### config.mk
export PLATFORM = sky130hd
export DESIGN_NAME = if_frequency_counter
export DESIGN_NICKNAME = d
export VERILOG_FILES = /design/src/if_counter_pkg.sv /design/src/tick_divider.sv /design/src/if_input_conditioner.sv /design/src/if_frequency_counter.sv
export SDC_FILE = /design/constraint.sdc
export NUM_CORES = 1
export LEC_CHECK = 0
export ABC_AREA = 1
export BUFFER_PORTS_ARGS = -buffer_cell sky130_fd_sc_hd__buf_2
export CORE_AREA = 8 8 101 103
export DETAILED_ROUTE_END_ITERATION = 10
export DIE_AREA = 0 0 109 111
export GPL_TIMING_DRIVEN = 0
export PLACE_DENSITY = 0.76
export SETUP_SLACK_MARGIN = 0.02
export SLEW_MARGIN = 30
export SYNTH_ARGS = -nofsm -noshare
export SYNTH_HDL_FRONTEND = slang
export SYNTH_SLANG_ARGS = --single-unit
### constraint.sdc
create_clock -name pclk -period 1.5 [get_ports pclk]
set_input_delay 0.075 -clock pclk [delete_from_list [all_inputs] [get_ports pclk]]
set_output_delay 0.075 -clock pclk [all_outputs]
set_load 0.005 [all_outputs]
### src/if_counter_pkg.sv
// constants, types and register map of the intermediate-frequency counter
package if_counter_pkg;

	localparam int unsigned   CLK_PERIOD_NS  = 25;
	localparam int unsigned   TICK_PERIOD_NS = 1000000;
	localparam int unsigned   TICK_CYCLES    = TICK_PERIOD_NS / CLK_PERIOD_NS;

	localparam int unsigned   ADDR_W         = 18;
	localparam logic [15:0]   MODE_IDX       = 16'hFFA9;
	localparam logic [15:0]   STATUS_IDX     = 16'hFFAB;
	localparam logic [15:0]   CTRL_IDX       = 16'hFFAC;
	localparam logic [15:0]   COUNT_IDX      = 16'hFFAE;

	localparam int unsigned   CLEAR_BIT      = 0;
	localparam int unsigned   START_BIT      = 1;
	localparam int unsigned   GATE_LSB       = 0;
	localparam int unsigned   PIN_LSB        = 2;

	localparam logic [3:0]    MODE_RESET     = 4'h0;
	localparam logic [15:0]   COUNT_RESET    = 16'h0000;
	localparam logic [15:0]   COUNT_MAX      = 16'hFFFF;

	localparam logic [1:0]    GATE_1MS       = 2'h0;
	localparam logic [1:0]    GATE_4MS       = 2'h1;
	localparam logic [1:0]    GATE_8MS       = 2'h2;
	localparam logic [1:0]    GATE_OPEN_SEL  = 2'h3;
	localparam logic [3:0]    TICKS_1MS      = 4'h1;
	localparam logic [3:0]    TICKS_4MS      = 4'h4;
	localparam logic [3:0]    TICKS_8MS      = 4'h8;

	localparam logic [1:0]    PIN_OFF        = 2'h0;
	localparam logic [1:0]    PIN_AM_AM      = 2'h1;
	localparam logic [1:0]    PIN_FM_FM      = 2'h2;
	localparam logic [1:0]    PIN_FM_AM      = 2'h3;

	typedef enum logic [1:0] {
		GATE_IDLE,
		GATE_ARMED,
		GATE_TIMED,
		GATE_HELD
	} gate_t;

endpackage

### src/tick_divider.sv
// divider making the 1 kHz gate tick from the system clock
module tick_divider
	import if_counter_pkg::*;
#(
	parameter int unsigned TICK_LEN = TICK_CYCLES
) (
	input  wire logic pclk,
	input  wire logic presetn,
	input  wire logic restart,
	output logic      tick
);
	localparam int unsigned CNT_W = $clog2(TICK_LEN);

	typedef struct packed {
		logic [CNT_W-1:0] cnt;
		logic             tick;
	} div_state_t;

	div_state_t state;
	div_state_t next_state;

	always_comb begin
		next_state = state;
		next_state.tick = 1'b0;
		if (restart) begin
			next_state.cnt = '0;
		end else if (state.cnt == CNT_W'(TICK_LEN - 1)) begin
			next_state.cnt = '0;
			next_state.tick = 1'b1;
		end else begin
			next_state.cnt = state.cnt + CNT_W'(1);
		end
	end

	always_ff @(posedge pclk or negedge presetn) begin
		if (!presetn) begin
			state <= '0;
		end else begin
			state <= next_state;
		end
	end

	assign tick = state.tick;

endmodule

### src/if_input_conditioner.sv
// pin synchroniser, selection, edge detect and fm divide-by-two in fm-fm mode
module if_input_conditioner
	import if_counter_pkg::*;
(
	input  wire logic       pclk,
	input  wire logic       presetn,
	input  wire logic       restart,
	input  wire logic [1:0] pin_mode,
	input  wire logic       am_if_in,
	input  wire logic       fm_if_in,
	output logic            count_pulse
);
	typedef struct packed {
		logic [1:0] am_sync;
		logic [1:0] fm_sync;
		logic       prev;
		logic       half;
		logic       pulse;
	} cond_state_t;

	cond_state_t state;
	cond_state_t next_state;
	logic        sel;
	logic        rise;

	always_comb begin
		next_state = state;
		next_state.am_sync = {state.am_sync[0], am_if_in};
		next_state.fm_sync = {state.fm_sync[0], fm_if_in};
		unique case (pin_mode)
			PIN_OFF:   sel = 1'b0;
			PIN_AM_AM: sel = state.am_sync[1];
			PIN_FM_FM: sel = state.fm_sync[1];
			PIN_FM_AM: sel = state.fm_sync[1];
		endcase
		rise = sel & ~state.prev;
		next_state.prev = sel;
		next_state.pulse = 1'b0;
		if (restart) begin
			next_state.half = 1'b0;
		end else if (rise) begin
			if (pin_mode == PIN_FM_FM) begin
				next_state.half = ~state.half;
				next_state.pulse = state.half;
			end else begin
				next_state.pulse = 1'b1;
			end
		end
	end

	always_ff @(posedge pclk or negedge presetn) begin
		if (!presetn) begin
			state <= '0;
		end else begin
			state <= next_state;
		end
	end

	assign count_pulse = state.pulse;

endmodule

### src/if_frequency_counter.sv
// gated intermediate-frequency counter with apb register access
module if_frequency_counter
	import if_counter_pkg::*;
#(
	parameter int unsigned TICK_LEN = TICK_CYCLES
) (
	input  wire logic              pclk,
	input  wire logic              presetn,
	input  wire logic [ADDR_W-1:0] paddr,
	input  wire logic              psel,
	input  wire logic              penable,
	input  wire logic              pwrite,
	input  wire logic [31:0]       pwdata,
	output logic      [31:0]       prdata,
	output logic                   pready,
	output logic                   pslverr,
	input  wire logic              am_if_in,
	input  wire logic              fm_if_in,
	input  wire logic              halt,
	input  wire logic              deep_stop,
	output logic                   am_bias_en,
	output logic                   fm_bias_en,
	output logic                   gate_open
);
	localparam logic [ADDR_W-1:0] MODE_ADDR   = {MODE_IDX, 2'b00};
	localparam logic [ADDR_W-1:0] STATUS_ADDR = {STATUS_IDX, 2'b00};
	localparam logic [ADDR_W-1:0] CTRL_ADDR   = {CTRL_IDX, 2'b00};
	localparam logic [ADDR_W-1:0] COUNT_ADDR  = {COUNT_IDX, 2'b00};

	typedef struct packed {
		logic [3:0]  mode;
		gate_t       gate;
		logic        flag;
		logic [3:0]  ticks_left;
		logic [15:0] count;
		logic        am_bias;
		logic        fm_bias;
		logic [31:0] rdata;
	} ctr_state_t;

	localparam ctr_state_t STATE_RESET = '{
		mode:       MODE_RESET,
		gate:       GATE_IDLE,
		flag:       1'b0,
		ticks_left: 4'h0,
		count:      COUNT_RESET,
		am_bias:    1'b0,
		fm_bias:    1'b0,
		rdata:      32'h0000_0000
	};

	ctr_state_t state;
	ctr_state_t next_state;
	logic       tick;
	logic       count_pulse;
	logic       wr;
	logic       hit;
	logic [1:0] gate_sel;
	logic [1:0] pin_sel;
	logic [1:0] new_gate_sel;
	logic       clear_wr;
	logic       start_wr;

	tick_divider #(
		.TICK_LEN (TICK_LEN)
	) u_tick (
		.pclk    (pclk),
		.presetn (presetn),
		.restart (deep_stop),
		.tick    (tick)
	);

	if_input_conditioner u_cond (
		.pclk        (pclk),
		.presetn     (presetn),
		.restart     (deep_stop),
		.pin_mode    (pin_sel),
		.am_if_in    (am_if_in),
		.fm_if_in    (fm_if_in),
		.count_pulse (count_pulse)
	);

	function automatic logic [3:0] gate_ticks(input logic [1:0] sel);
		unique case (sel)
			GATE_1MS: gate_ticks = TICKS_1MS;
			GATE_4MS: gate_ticks = TICKS_4MS;
			GATE_8MS: gate_ticks = TICKS_8MS;
			default:  gate_ticks = 4'h0;
		endcase
	endfunction

	assign gate_sel = state.mode[GATE_LSB +: 2];
	assign pin_sel  = state.mode[PIN_LSB +: 2];
	assign wr       = psel & penable & pwrite;
	assign hit      = (paddr == MODE_ADDR) | (paddr == STATUS_ADDR) |
	                  (paddr == CTRL_ADDR) | (paddr == COUNT_ADDR);
	assign new_gate_sel = pwdata[GATE_LSB +: 2];
	assign clear_wr = wr & (paddr == CTRL_ADDR) & pwdata[CLEAR_BIT];
	assign start_wr = wr & (paddr == CTRL_ADDR) & pwdata[START_BIT];

	// zero-wait slave: every access completes in its first access cycle
	assign pready  = 1'b1;
	assign pslverr = psel & penable & ~hit;

	always_comb begin
		next_state = state;

		// read word taken in the setup cycle, so prdata leaves a flop with no wait state
		next_state.rdata = 32'h0000_0000;
		if (psel && !penable && !pwrite) begin
			unique case (paddr)
				MODE_ADDR:   next_state.rdata = {28'h0000000, state.mode};
				STATUS_ADDR: next_state.rdata = {31'h00000000, state.flag};
				COUNT_ADDR:  next_state.rdata = {16'h0000, state.count};
				default:     next_state.rdata = 32'h0000_0000;
			endcase
		end

		// gate timing; halt keeps a pending gate from opening until halt is released
		unique case (state.gate)
			GATE_IDLE: begin
			end
			GATE_ARMED: begin
				if (tick && !halt) begin
					next_state.gate = GATE_TIMED;
					next_state.ticks_left = gate_ticks(gate_sel);
				end
			end
			GATE_TIMED: begin
				if (tick) begin
					if (state.ticks_left == 4'h1) begin
						next_state.gate = GATE_IDLE;
						next_state.flag = 1'b0;
					end else begin
						next_state.ticks_left = state.ticks_left - 4'h1;
					end
				end
			end
			GATE_HELD: begin
			end
		endcase

		// counting continues in halt; saturation does not end the gate
		if ((state.gate == GATE_TIMED || state.gate == GATE_HELD) && count_pulse &&
		    state.count != COUNT_MAX) begin
			next_state.count = state.count + 16'h0001;
		end

		if (wr && paddr == MODE_ADDR) begin
			next_state.mode = pwdata[3:0];
			if (new_gate_sel == GATE_OPEN_SEL) begin
				next_state.gate = GATE_HELD;
				next_state.flag = 1'b1;
			end else if (state.gate == GATE_HELD) begin
				next_state.gate = GATE_IDLE;
				next_state.flag = 1'b0;
			end
		end

		if (clear_wr) begin
			next_state.count = COUNT_RESET;
		end
		// start during a held gate is ignored; the gate simply stays open
		if (start_wr && state.gate != GATE_HELD && gate_sel != GATE_OPEN_SEL) begin
			next_state.gate = GATE_ARMED;
			next_state.flag = 1'b1;
		end

		// pin bias follows the selection, frozen while halted
		if (!halt) begin
			next_state.am_bias = (next_state.mode[PIN_LSB +: 2] == PIN_AM_AM);
			next_state.fm_bias = (next_state.mode[PIN_LSB +: 2] == PIN_FM_FM) ||
			                     (next_state.mode[PIN_LSB +: 2] == PIN_FM_AM);
		end

		if (deep_stop) begin
			next_state = STATE_RESET;
		end
	end

	always_ff @(posedge pclk or negedge presetn) begin
		if (!presetn) begin
			state <= STATE_RESET;
		end else begin
			state <= next_state;
		end
	end

	assign prdata     = state.rdata;
	assign am_bias_en = state.am_bias;
	assign fm_bias_en = state.fm_bias;
	assign gate_open  = (state.gate == GATE_TIMED) || (state.gate == GATE_HELD);

endmodule

Word level (Yosys, flattened, before mapping)

Index checks and enable logic that the tools add are counted.

Bits in registers: 85
Output and inout port bits: 37

Add/subtract/negate cells: 3
Eq/ne operators: 25
Bitwise gates (word level): 13
Reductions and logical operators: 23
Muxes and demuxes: 29

Operators with widths:

| operator                                            | count |
|---|---|
| equality test 18 bit, second input constant         | 4 |
| 2-to-1 mux 16 bit                                   | 4 |
| 2-to-1 mux 61 bit                                   | 1 |
| case mux 16 bit (3 select lines)                    | 1 |
| adder 16 x 1 -> 16 bit, second input constant       | 2 |
| 2-to-1 mux 32 bit                                   | 1 |
| equality test 16 bit, second input constant         | 1 |
| equality test 2 bit, second input constant          | 8 |
| inequality test 16 bit, second input constant       | 1 |
| 2-to-1 mux 7 bit                                    | 2 |
| 2-to-1 mux 3 bit                                    | 4 |
| case mux 4 bit (3 select lines)                     | 1 |
| equality test 2 x 1 -> 1 bit, second input constant | 4 |
| logical AND 1 bit                                   | 8 |
| 2-to-1 mux 4 bit                                    | 2 |
| case mux 4 bit (2 select lines)                     | 1 |
| AND 1 bit                                           | 7 |
| 2-to-1 mux 1 bit                                    | 7 |
| 2-to-1 mux 2 bit                                    | 3 |
| inequality test 3 bit, second input constant        | 2 |
| nonzero test 2 bit                                  | 3 |
| nonzero test 3 bit                                  | 2 |
| equality test 4 x 1 -> 1 bit, second input constant | 1 |
| logical NOT 2 bit                                   | 2 |
| 13 further kinds                                    | 21 |

Depth between registers and ports, before layout

Gate-level depths: netlist (run 1).

Word-level depth: 11
Depth in mapped cells: 11

Cells and area by module

A second synthesis (run 1) with hierarchy kept.

Cell total of the unflattened synthesis: 560
Area, all modules: 4189.0 µm²

By module, submodules not included:

| module               | cells each | area each (µm²) | instances |
|---|---|---|---|
| if_frequency_counter | 419        | 3004.1          | 1 |
| tick_divider         | 119        | 943.4           | 1 |
| if_input_conditioner | 22         | 241.5           | 1 |

Least setup slack after synthesis (run 1)

OpenSTA, ideal clock, no wires.

Path type: register to register
From: register state[55] (netlist bit)
To: register state[48] (netlist bit)
Setup slack: -0.053 ns
Cell stages (with the launch flop): 11
Setup time: 0.123 ns
Required time: 1.377 ns
Data arrival time: 1.430 ns
Clock period less this slack: 1.553 ns
Path buffers: 1
Path through: dfrtp_1 > inv_1 > ha_1 > inv_2 > nand2_2 > nand2_2 > nor2_4 > buf_6 > nand4_1 > nand2_1 > nor2_2

Word-level cells in the longest chain between the ends: 5

RTL lines:

| what                                    | line                        | RTL |
|---|---|---|
| from (decl)                             | if_frequency_counter.sv:52  | `ctr_state_t state;` |
| from (signal assigned)                  | if_frequency_counter.sv:185 | `state <= next_state;` |
| equality test 2 bit                     | --                          |  |
| logical OR 1 bit (*)                    | --                          |  |
| named net gate_open                     | if_frequency_counter.sv:23  | `output logic gate_open` |
| logical AND 1 bit (*) (2 in series)     | if_frequency_counter.sv:144 | `if ((state.gate == GATE_TIMED \|\| state.gate == GATE_HELD) && count_pulse &&` |
| nonzero test 3 bit (no source line) (*) | --                          |  |

Mark *: on every way through the listed nets, which the timed path passes. The rest lies on a longest branch.
A chain may end at the register's enable or synchronous reset.

Worst setup path in the final report (run 1)

From: register state[34] (netlist bit)
To: register state[48] (netlist bit)

Word-level cells in the longest chain between the ends: 4

RTL lines:

| what                   | line                        | RTL |
|---|---|---|
| adder 16 x 1 -> 16 bit | if_frequency_counter.sv:146 | `next_state.count = state.count + 16'h0001;` |
| 2-to-1 mux 16 bit      | if_frequency_counter.sv:144 |  |
| 2-to-1 mux 16 bit      | if_frequency_counter.sv:160 | `if (clear_wr) begin` |
| 2-to-1 mux 61 bit      | if_frequency_counter.sv:176 | `if (deep_stop) begin` |

Parallel ways exist; a longest one is shown, timed or not. The select of a mux whose other input is x is not followed.

==> metrics, run 1 <==
VDD IR-drop max 0.661 mV; area grow syn2layout 28.5%; vias in the first global route about 3500; Period minus WS final around 1.6 ns; mux cell area share after synthesis 0%; first-pass GRT wire length approximately 16000 um; ratio of final minimum period to clock period 104%; via count 3835; layout cells sized above 1 a little under a third; final hold vios 0; clock skew 0.0199 ns; Final WS setup -0.0564 ns; diodes inserted 0; critical path launch point type register; sw frac 22.8%; DR iter-0 viols approximately 210; Pleak 2.64 nW; pin count of the biggest net entering global routing 46; EDFF count, synth 0; switching pwr around 900 uW; Setup CP Type reg -> reg; PwrDens 752 mW/mm^2; final WL 10100 um; combinational family with the most area after synthesis simple AND/OR/NAND/NOR gates; Simple-Gate Fraction of Synth Area 35.3%; Critical Path End Type register; die width 109 um; synth cell count leaders nand2_1, nor2_1, dfrtp_1; failing checks negative setup slack; area leader, netlist dfrtp_1; internal power component 3.09 mW; Max-Cap Viols 0; flops & latches, synth 69; synthesized-area fraction occupied by adder cells between 2 and 2.5%; synth warn 0; Setup violations, final 6; xor-xnor portion of the synthesized cell area between 2 and 3%; area of the core approximately 0.0086 sq mm; Site Rows 34; Starting Density 48.4%; status complete, but fails checks; relative slew slack a little under two thirds; design area about 0.0053 sq mm; Hold Path Class in -> reg; post-DP HPWL between 7000 and 8000 um; number of H-tree levels 3; CTS root buffer clkbuf_8; PortBufs 50; Async SR Flop Fraction between 90% and 100%; Seq/Total Area, Yosys 41.7%; RD Place Congestion approximately 0.89; Slew @ Worst Pin 0.543 ns; total grt overflow 0; Comb pwr share 6.5%; ys flop type dfrtp_1; clk_lat worst skew 0.35 ns; total CTS buffers 9; Fmax 643 MHz; synthesized cell area 0.00414 sq mm; CTS sink count 69; CTS tree built; hold_ws about 0.021 ns; Synth Area in Compound Gates 4.60%; Flop pwr share 47.1%; Via density about 5.0; Arr. time, crit path 1.79 ns; mean area per synthesized cell 7.49 sq um; WP data required ~1.7 ns; I/O pin count 96; RSZ-0062 raised after global routing true; most common cell in the synthesized netlist nand2_1; largest fanout on the critical path 5; Netlist cell types 35; Synth top area share 41.7%; Placed Area 0.00462 sq mm; Remaining DRCs 0; DR WL/cell around 13 um; Die Ht about 110 um; post-route ant nets 0; fin nets 726; Area contributors post-synth dfrtp_1, nand2_1, nor2_1; max-slew violation count 0; CTS max path bufs 2; Gate Count Post-Synth 552; CTS clk-pin slew, worst paths 0.08 ns; Total GRT Usage between 10% and 20%; number of antenna violations at the first check in global routing 0; Clk pwr share 46.4%; Pre-antenna DRT Iters 4; setup TNS -0.116 ns; die area 0.0121 sq mm
==> flip-flops by register name, summed over array words and instances, names as in the netlist <==
name	cells
state	23
prdata	16
u_tick.state	16
u_cond.state	4
gate_sel	2
pin_sel	2
u_cond.next_state	2
am_bias_en	1
fm_bias_en	1
u_cond.count_pulse	1
u_tick.tick	1
==> power groups by stage <==
| stage | Sequential (mW) | Clock [mW] | Combinational [mW] |
|---|---|---|---|
| 6_report | 1.88 | 1.86 | 0.260 |
| 4_1_cts | 1.88 | 1.87 | 0.250 |
| 5_1_grt | 1.88 | 1.97 | 0.296 |
| 2_1_floorplan | 1.91 | 0 | 0.117 |
| 3_5_place_dp | 1.92 | 0 | 0.236 |
| 3_3_place_gp | 1.91 | 0 | 0.223 |
==> worst max-delay path, cell delays in order, from the launching register on <==
cell and delay, ns:
dfrtp_2 0.45, ha_4 0.18, nand3_4 0.08, inv_4 0.05, nand2_4 0.09, nor2_8 0.06, nor2_4 0.19, buf_6 0.15
nand4_1 0.07, nand2_1 0.08, nor2_2 0.03
==> layout by cell type, fill, tap and decap left out, types with 6 or more instances in the layout <==
cell type | Yosys | routed
xor2_1 | 12 | 12
nor2_4 | 4 | 6
nand2_1 | 139 | 135
inv_1 | 61 | 57
o21ai_0 | 13 | 9
dfrtp_1 | 69 | 60
inv_2 | 7 | 9
dlygate4sd3_1 | 0 | 6
nand4_1 | 18 | 18
nor2_1 | 77 | 68
nor3_1 | 16 | 12
clkbuf_8 | 0 | 9
buf_4 | 34 | 58
nor2_2 | 6 | 14
a21oi_1 | 12 | 12
buf_2 | 1 | 48
conb_1 | 2 | 17
nand3_1 | 35 | 31
nor3_2 | 6 | 9
dfrtp_2 | 0 | 9
==> repair_timing <==
action	CTS	global route
hold endpoints to repair	74	0
pin swaps	9	26
resized for setup	17	47
buffers inserted	10	13
gates cloned	2	0
endpoints found under the setup margin	23	36
hold buffers	6	0
==> cell families (layout without fill, tap and decap cells) <==
| family | after synthesis | after routing |
|---|---|---|
| AO/OA/AOI/OAI | 34 | 34 |
| XOR/XNOR | 14 | 14 |
| other | 2 | 17 |
| adder cells (fa/ha/maj) | 7 | 7 |
| flip-flops | 69 | 69 |
| AND/OR/NAND/NOR | 318 | 319 |
| buffers and inverters | 108 | 205 |
==> final timing paths <==
check                                               start                        end  slack (ns)  cells past startpoint
max reg2reg                         state[34]$_DFFE_PN0P_      state[48]$_DFFE_PN0P_       -0.06                     10
max in group asynchronous                         presetn      state[35]$_DFFE_PN0P_        0.79                      3
max                                 state[34]$_DFFE_PN0P_      state[48]$_DFFE_PN0P_       -0.06                     10
min in group asynchronous                         presetn      state[47]$_DFFE_PN0P_        0.17                      2
min                                             pwdata[2]       pin_sel[0]$_DFF_PN0_        0.02                      3
min reg2reg                u_cond.next_state[6]$_DFF_PN0_  u_cond.state[6]$_DFF_PN0_        0.38                      0
==> final cells by class <==
type                            instances  area (sq um)
Clock inverter                          6           111
Fill cell                             725          3230
Tap cell                              108           135
Inverter                               68           260
Clock buffer                           10           128
Buffer                                 40           289
Timing Repair Buffer                   81           531
Multi-Input combinational cell        391          2120
Sequential cell                        69          1740
==> metal layers <==
metal  part of all wire, %  track usage [%]  vias up
li1                      -                -     1927
met1                    44             21.9     1755
met2                    46             24.7      140
met3                   8.8             4.07       13
met4                   1.1             5.30        0
met5                     0                0        -
==> stage by stage <==
stage / total power, mW / utilization [%] / cells / setup WS [ns]
after detailed placement: 2.15 / 54.1 / 726 / -0.181
final: 4.00 / 62.2 / 773 / -0.0564
after global placement: 2.14 / 53.7 / 725 / -0.161
after CTS: 4.00 / 59.1 / 760 / -0.0372
after floorplan: 2.03 / - / 567 / 0.0161
after global routing: 4.15 / 62.2 / 773 / -0.127
Power figures use the tool's default switching activity.
==> inputs of run 2 (changes only) <==
Settings changed: CORE_AREA 8 8 101 103 to 8 8 111 113, DIE_AREA 0 0 109 111 to 0 0 119 121, PLACE_DENSITY 0.76 to 0.64.
==> metrics, run 2 (same netlist as run 1, synthesis figures left out) <==
Die Ht 121 um (+9.0%); Setup CP Type reg -> reg; Site Rows 38 (+12%); Fillers 1007 (+39%); critical path launch point type register; dpl ws -0.198 ns (-0.0169 ns); relative slew slack 62.6% (-1.2 points); RD Place Congestion 0.888 (+0.27%); Critical Path End Type register; vias in the first global route 3525 (+0.17%); fin nets 732 (+0.83%); number of H-tree levels 3 (unchanged); clock skew 0.0128 ns (-0.00713 ns); PwrDens 774 mW/mm^2 (+3.0%); overall power 4.20 mW (+5.0%); failing checks negative setup slack; Arr. time, crit path 1.77 ns (-0.02 ns); die area 0.0144 sq mm (+19%); post-DP HPWL 7300 um (+3.2%); Setup violations, final 8 (+2); area of the core 0.0106 sq mm (+24%); I/O pin count 96 (unchanged); layout cells sized above 1 31.6% (+0.92 points); Starting Density 39.0% (-9.4 points); Placed Area 0.00466 sq mm (+0.87%); post-route ant nets 0 (unchanged); Final WS setup -0.0332 ns (+0.0232 ns); total CTS buffers 9 (unchanged); DR iter-0 viols 190 (-11%); Slew @ Worst Pin 0.561 ns (+0.0177 ns); total grt overflow 0 (unchanged); max reg flops 23 (unchanged); RSZ-0062 raised after global routing true; Hold Crit Depth 4 (+1); FF-to-FF setup slack -0.03 ns (+0.02 ns); largest fanout on the critical path 5 (unchanged); Total GRT Usage 14.3% (-1.9 points); number of antenna violations at the first check in global routing 0 (unchanged); worst hold endpoint fm_bias_en$_DFFE_PN0P_; Remaining DRCs 0 (unchanged); diodes inserted 0 (unchanged); max-slew violation count 0 (unchanged); status complete, but fails checks; Via density 4.69 (-5.6%); Fmax 652 MHz (+1.5%); DR WL/cell 12.7 um (-2.9%); pin count of the biggest net entering global routing 47 (+2.2%); CTS clk-pin slew, worst paths 0.08 ns (about the same); CTS tree built; Max-Cap Viols 0 (unchanged); WP data required 1.74 ns (about the same); first-pass GRT wire length 17100 um (+6.0%); largest register by flop count state; final hold vios 0 (unchanged); Pleak 2.70 nW (+2.3%); reg2reg end state[48]$_DFFE_PN0P_; Hold Startpoint halt; Reg2Reg Depth 10 (unchanged); ratio of final minimum period to clock period 102% (-1.5 points); most frequent cells in the layout nand2_1, nor2_1, buf_4, inv_1, dfrtp_1; final WL 10300 um (+1.8%); commonest non-fill, non-tap cell in the layout nand2_1; final core occ 51.1% (-11 points); reg2reg start state[55]$_DFF_PN0_; CTS sink count 69 (unchanged); PortBufs 50 (unchanged); CTS max path bufs 2 (unchanged); clk_lat worst skew 0.36 ns (about the same); VDD IR-drop max 0.449 mV (-32%); Hold Path Class in -> reg; Period minus WS final 1.53 ns (-0.0232 ns); area grow syn2layout 31.0%; Pre-antenna DRT Iters 5 (+1); die width 119 um (+9.2%); CTS root buffer clkbuf_8; design area 0.00542 sq mm (+1.9%); via count 3800 (-0.91%)
[run 2: cell count changes in the layout (fill, tap and decap cells not counted), sizes merged]
cell	change
buf	+7
bufinv	+1
clkbuf	-1
clkinvlp	-1
[run 2: where the power goes]
| group | internal, mW | leakage (nW) | switching [mW] |
|---|---|---|---|
| Clock | 1.32 | 0.136 | 0.735 |
| Sequential | 1.87 | 0.931 | 0.0106 |
| Combinational | 0.109 | 1.64 | 0.152 |
| Total | 3.30 | 2.70 | 0.898 |
[run 2: worst max-delay path by stage]
stage / startpoint / end / slack, ns / depth (start not counted)
CTS: state[55]$_DFF_PN0_ / state[48]$_DFFE_PN0P_ / -0.04 / 10
floorplan: state[34]$_DFFE_PN0P_ / state[48]$_DFFE_PN0P_ / 0.02 / 10
global placement: state[34]$_DFFE_PN0P_ / state[48]$_DFFE_PN0P_ / -0.18 / 10
detailed placement: state[34]$_DFFE_PN0P_ / state[48]$_DFFE_PN0P_ / -0.20 / 10
finish: state[55]$_DFF_PN0_ / state[48]$_DFFE_PN0P_ / -0.03 / 10
global route: state[55]$_DFF_PN0_ / state[34]$_DFFE_PN0P_ / -0.12 / 9
[run 2: cell type report]
| class | instances | area [sq um] | share of cell area [%] |
|---|---|---|---|
| buffer | 40 | 289 | 5.33 |
| sequential | 69 | 1740 | 32.2 |
| inverter | 68 | 260 | 4.80 |
| multi-input combinational | 391 | 2110 | 39.0 |
| timing repair buffer | 87 | 569 | 10.5 |
| tap | 140 | 175 | 3.23 |
| clock buffer | 10 | 138 | 2.54 |
| clock inverter | 6 | 134 | 2.47 |
[run 2: worst max-delay path, cell delays in order, from the launching register on]
cell and delay, ns:
dfrtp_1 0.43, inv_2 0.09, ha_4 0.17, inv_4 0.04, nand2_4 0.07, nand2_4 0.08, nor2_4 0.17, buf_6 0.15
nand4_1 0.07, nand2_1 0.09, nor2_2 0.03
[run 2: routing by layer]
| metal | share of wire (%) | GRT usage (%) | vias up |
|---|---|---|---|
| met5 | 0 | 0 | - |
| met4 | 1.3 | 5.30 | 0 |
| met3 | 6.7 | 4.14 | 12 |
| met2 | 48 | 22.7 | 111 |
| met1 | 44 | 18.2 | 1746 |
| li1 | - | - | 1931 |
[run 2: metrics by stage]
stage	std cells	TNS, ns	hold WS, ns
5_1_grt	811	-1.78	0.0400
2_1_floorplan	567	0	-0.221
6_report	811	-0.0890	0.0168
4_1_cts	791	-0.141	0.00371
3_5_place_dp	758	-2.57	0.00703
3_3_place_gp	757	-3.17	0.186
[run 2: what timing repair did]
item / in CTS / in global routing
endpoints found under the setup margin: 24 / 34
pin swaps: 8 / 20
hold buffers: 6 / 0
buffers inserted: 9 / 20
cloned: 2 / 0
gates resized for setup: 19 / 41
hold endpoints to repair: 74 / 0
==> inputs of run 3 (changes only) <==
Settings changed: CORE_AREA 8 8 111 113 to 2 2 105 107, CTS_BUF_LIST set to sky130_fd_sc_hd__clkbuf_8, DIE_AREA 0 0 119 121 to 0 0 107 109.
==> metrics, run 3 (same netlist as run 1, synthesis figures left out) <==
status complete, but fails checks; failing checks negative setup slack; Remaining DRCs 0 (unchanged); pin count of the biggest net entering global routing 36 (-23%); area grow syn2layout 28.3%; Fillers 1014 (+0.70%); post-route ant nets 0 (unchanged); I/O pin count 96 (unchanged); DR iter-0 viols 231 (+22%); setup TNS -0.000718 ns (+0.0883 ns); global routing's busiest layer met2; max reg flops 23 (unchanged); Arr. time, crit path 1.74 ns (-0.03 ns); Max-Cap Viols 0 (unchanged); Period minus WS final 1.50 ns (-0.0324 ns); Non-Filler Instances 799 (-1.5%); CTS root buffer clkbuf_8; total grt overflow 0 (unchanged); PwrDens 761 mW/mm^2 (-1.7%); via count 3777 (-0.61%); Top delay family on crit path simple AND/OR/NAND/NOR gates; Die Ht 109 um (-9.9%); Comb pwr share 6.3% (about the same); reg2reg start state[55]$_DFF_PN0_; Final WS setup -0.000718 ns (+0.0324 ns); met3 Use GR 2.87% (-1.3 points); Placed Cells 758 (unchanged); Critical Path End Type register; Critical Path, Cell by Cell inv_2 -> ha_4 -> inv_4 -> nand2_4 -> nand2_8 -> nor2_4 -> buf_6 -> nand4_1 -> nand2_1 -> nor2_2; number of H-tree levels 3 (unchanged); commonest non-fill, non-tap cell in the layout nand2_1; CTS tree built; Starting Density 39.0% (unchanged); Hold Startpoint halt; Pleak 2.60 nW (-3.9%); first-pass GRT wire length 16200 um (-5.3%); DR WL/cell 12.5 um (-1.7%); die width 107 um (-10%); Worst path slowest cell dfrtp_1; total CTS buffers 9 (unchanged); Slew @ Worst Pin 0.660 ns (+0.0993 ns); Placed Area 0.00466 sq mm (-0.16%); switching pwr 953 uW (+6.1%); final core occ 50.1% (-1.0 points); met2 Use GR 29.8% (+7.2 points); final WL 9970 um (-3.2%); Total GRT Usage 17.4% (+3.1 points); clock skew 0.00780 ns (-0.00499 ns); CTS clk-pin slew, worst paths 0.08 ns (about the same); number of antenna violations at the first check in global routing 0 (unchanged); layout cells sized above 1 30.0% (-1.5 points); diodes inserted 0 (unchanged); RD Place Congestion 0.918 (+3.3%); Pre-antenna DRT Iters 4 (-1); largest fanout on the critical path 5 (unchanged); WP data required 1.74 ns (about the same); Setup CP Type reg -> reg; hold_ws 0.00995 ns (-0.00682 ns); max-slew violation count 0 (unchanged); Flop pwr share 46.6% (+1.8 points); Via density 4.73 (+0.89%); VDD IR-drop max 0.368 mV (-18%); CTS sink count 69 (unchanged); post-DP HPWL 6960 um (-4.6%); final hold vios 0 (unchanged); RSZ-0062 raised after global routing true; dpl ws -0.182 ns (+0.0153 ns); PortBufs 50 (unchanged); relative slew slack 56.0% (-6.6 points); clk_lat worst skew 0.35 ns (about the same); worst hold endpoint fm_bias_en$_DFFE_PN0P_; fin nets 720 (-1.6%); FF-to-FF setup slack -0.0007 ns (+0.03 ns); design area 0.00531 sq mm (-2.0%); most frequent cells in the layout nand2_1, nor2_1, dfrtp_1, inv_1, buf_4; worst path buffer plus inverter count 3 (unchanged); die area 0.0117 sq mm (-19%); Hold Crit Depth 4 (unchanged); critical path launch point type register; Setup violations, final 1 (-7); reg2reg end state[48]$_DFFE_PN0P_; Reg2Reg Depth 10 (unchanged); vias in the first global route 3470 (-1.6%); largest register by flop count state; Site Rows 38 (unchanged); sw frac 23.6% (+2.2 points); CP peak stage delay 0.41 ns (-0.02 ns); Clk pwr share 47.1% (-1.8 points); CTS max path bufs 2 (unchanged); area of the core 0.0106 sq mm (unchanged); global routing usage on met1 22.5% (+4.3 points); overall power 4.04 mW (-3.7%); internal power component 3.09 mW (-6.4%); Fmax 666 MHz (+2.2%); Hold Path Class in -> reg; ratio of final minimum period to clock period 100% (-2.2 points)
run 3: what timing repair did:
item,4_1_cts,5_1_grt
endpoints found under the setup margin,26,34
setup buffers,10,8
pin swaps,12,15
hold endpoints to repair,38,0
hold buffers,5,0
resized for setup,19,45
cloned,2,0
run 3: routing by layer:
metal,part of all wire [%],vias up,routed length [um]
met5,0,-,0
met4,1.2,0,119
met3,4.8,12,480
met2,48,109,4800
met1,46,1748,4570
li1,-,1908,-
run 3: power groups by stage:
stage / sequential, mW / clock [mW] / combinational [mW]
2_1_floorplan: 1.91 / 0 / 0.117
3_3_place_gp: 1.92 / 0 / 0.225
3_5_place_dp: 1.92 / 0 / 0.236
4_1_cts: 1.88 / 1.93 / 0.249
5_1_grt: 1.88 / 2.02 / 0.292
6_report: 1.88 / 1.90 / 0.256
run 3: tightest hold or removal path, cell delays in order:
cell,delay [ns]
buf_2,0.07
inv_1,0.05
nand3_1,0.08
nand2_1,0.05
run 3: worst max-delay path by stage:
stage | from | endpoint | slack [ns] | depth (start not counted)
4_1_cts | state[56]$_DFF_PN0_ | state[48]$_DFFE_PN0P_ | -0.03 | 9
3_3_place_gp | state[34]$_DFFE_PN0P_ | state[48]$_DFFE_PN0P_ | -0.17 | 10
5_1_grt | u_tick.state[1]$_DFF_PN0_ | u_tick.state[6]$_DFF_PN0_ | -0.09 | 6
2_1_floorplan | state[34]$_DFFE_PN0P_ | state[48]$_DFFE_PN0P_ | 0.02 | 10
6_report | state[55]$_DFF_PN0_ | state[48]$_DFFE_PN0P_ | -0.0007 | 10
3_5_place_dp | state[34]$_DFFE_PN0P_ | state[46]$_DFFE_PN0P_ | -0.18 | 10
run 3: layout make-up:
cell class / count / area, sq um / share of cell area, %
multi-input combinational: 391 / 2120 / 40.0
sequential: 69 / 1740 / 32.7
timing repair buffer: 75 / 477 / 8.98
buffer: 40 / 289 / 5.44
inverter: 68 / 260 / 4.90
tap: 140 / 175 / 3.30
clock buffer: 9 / 124 / 2.33
clock inverter: 7 / 123 / 2.31
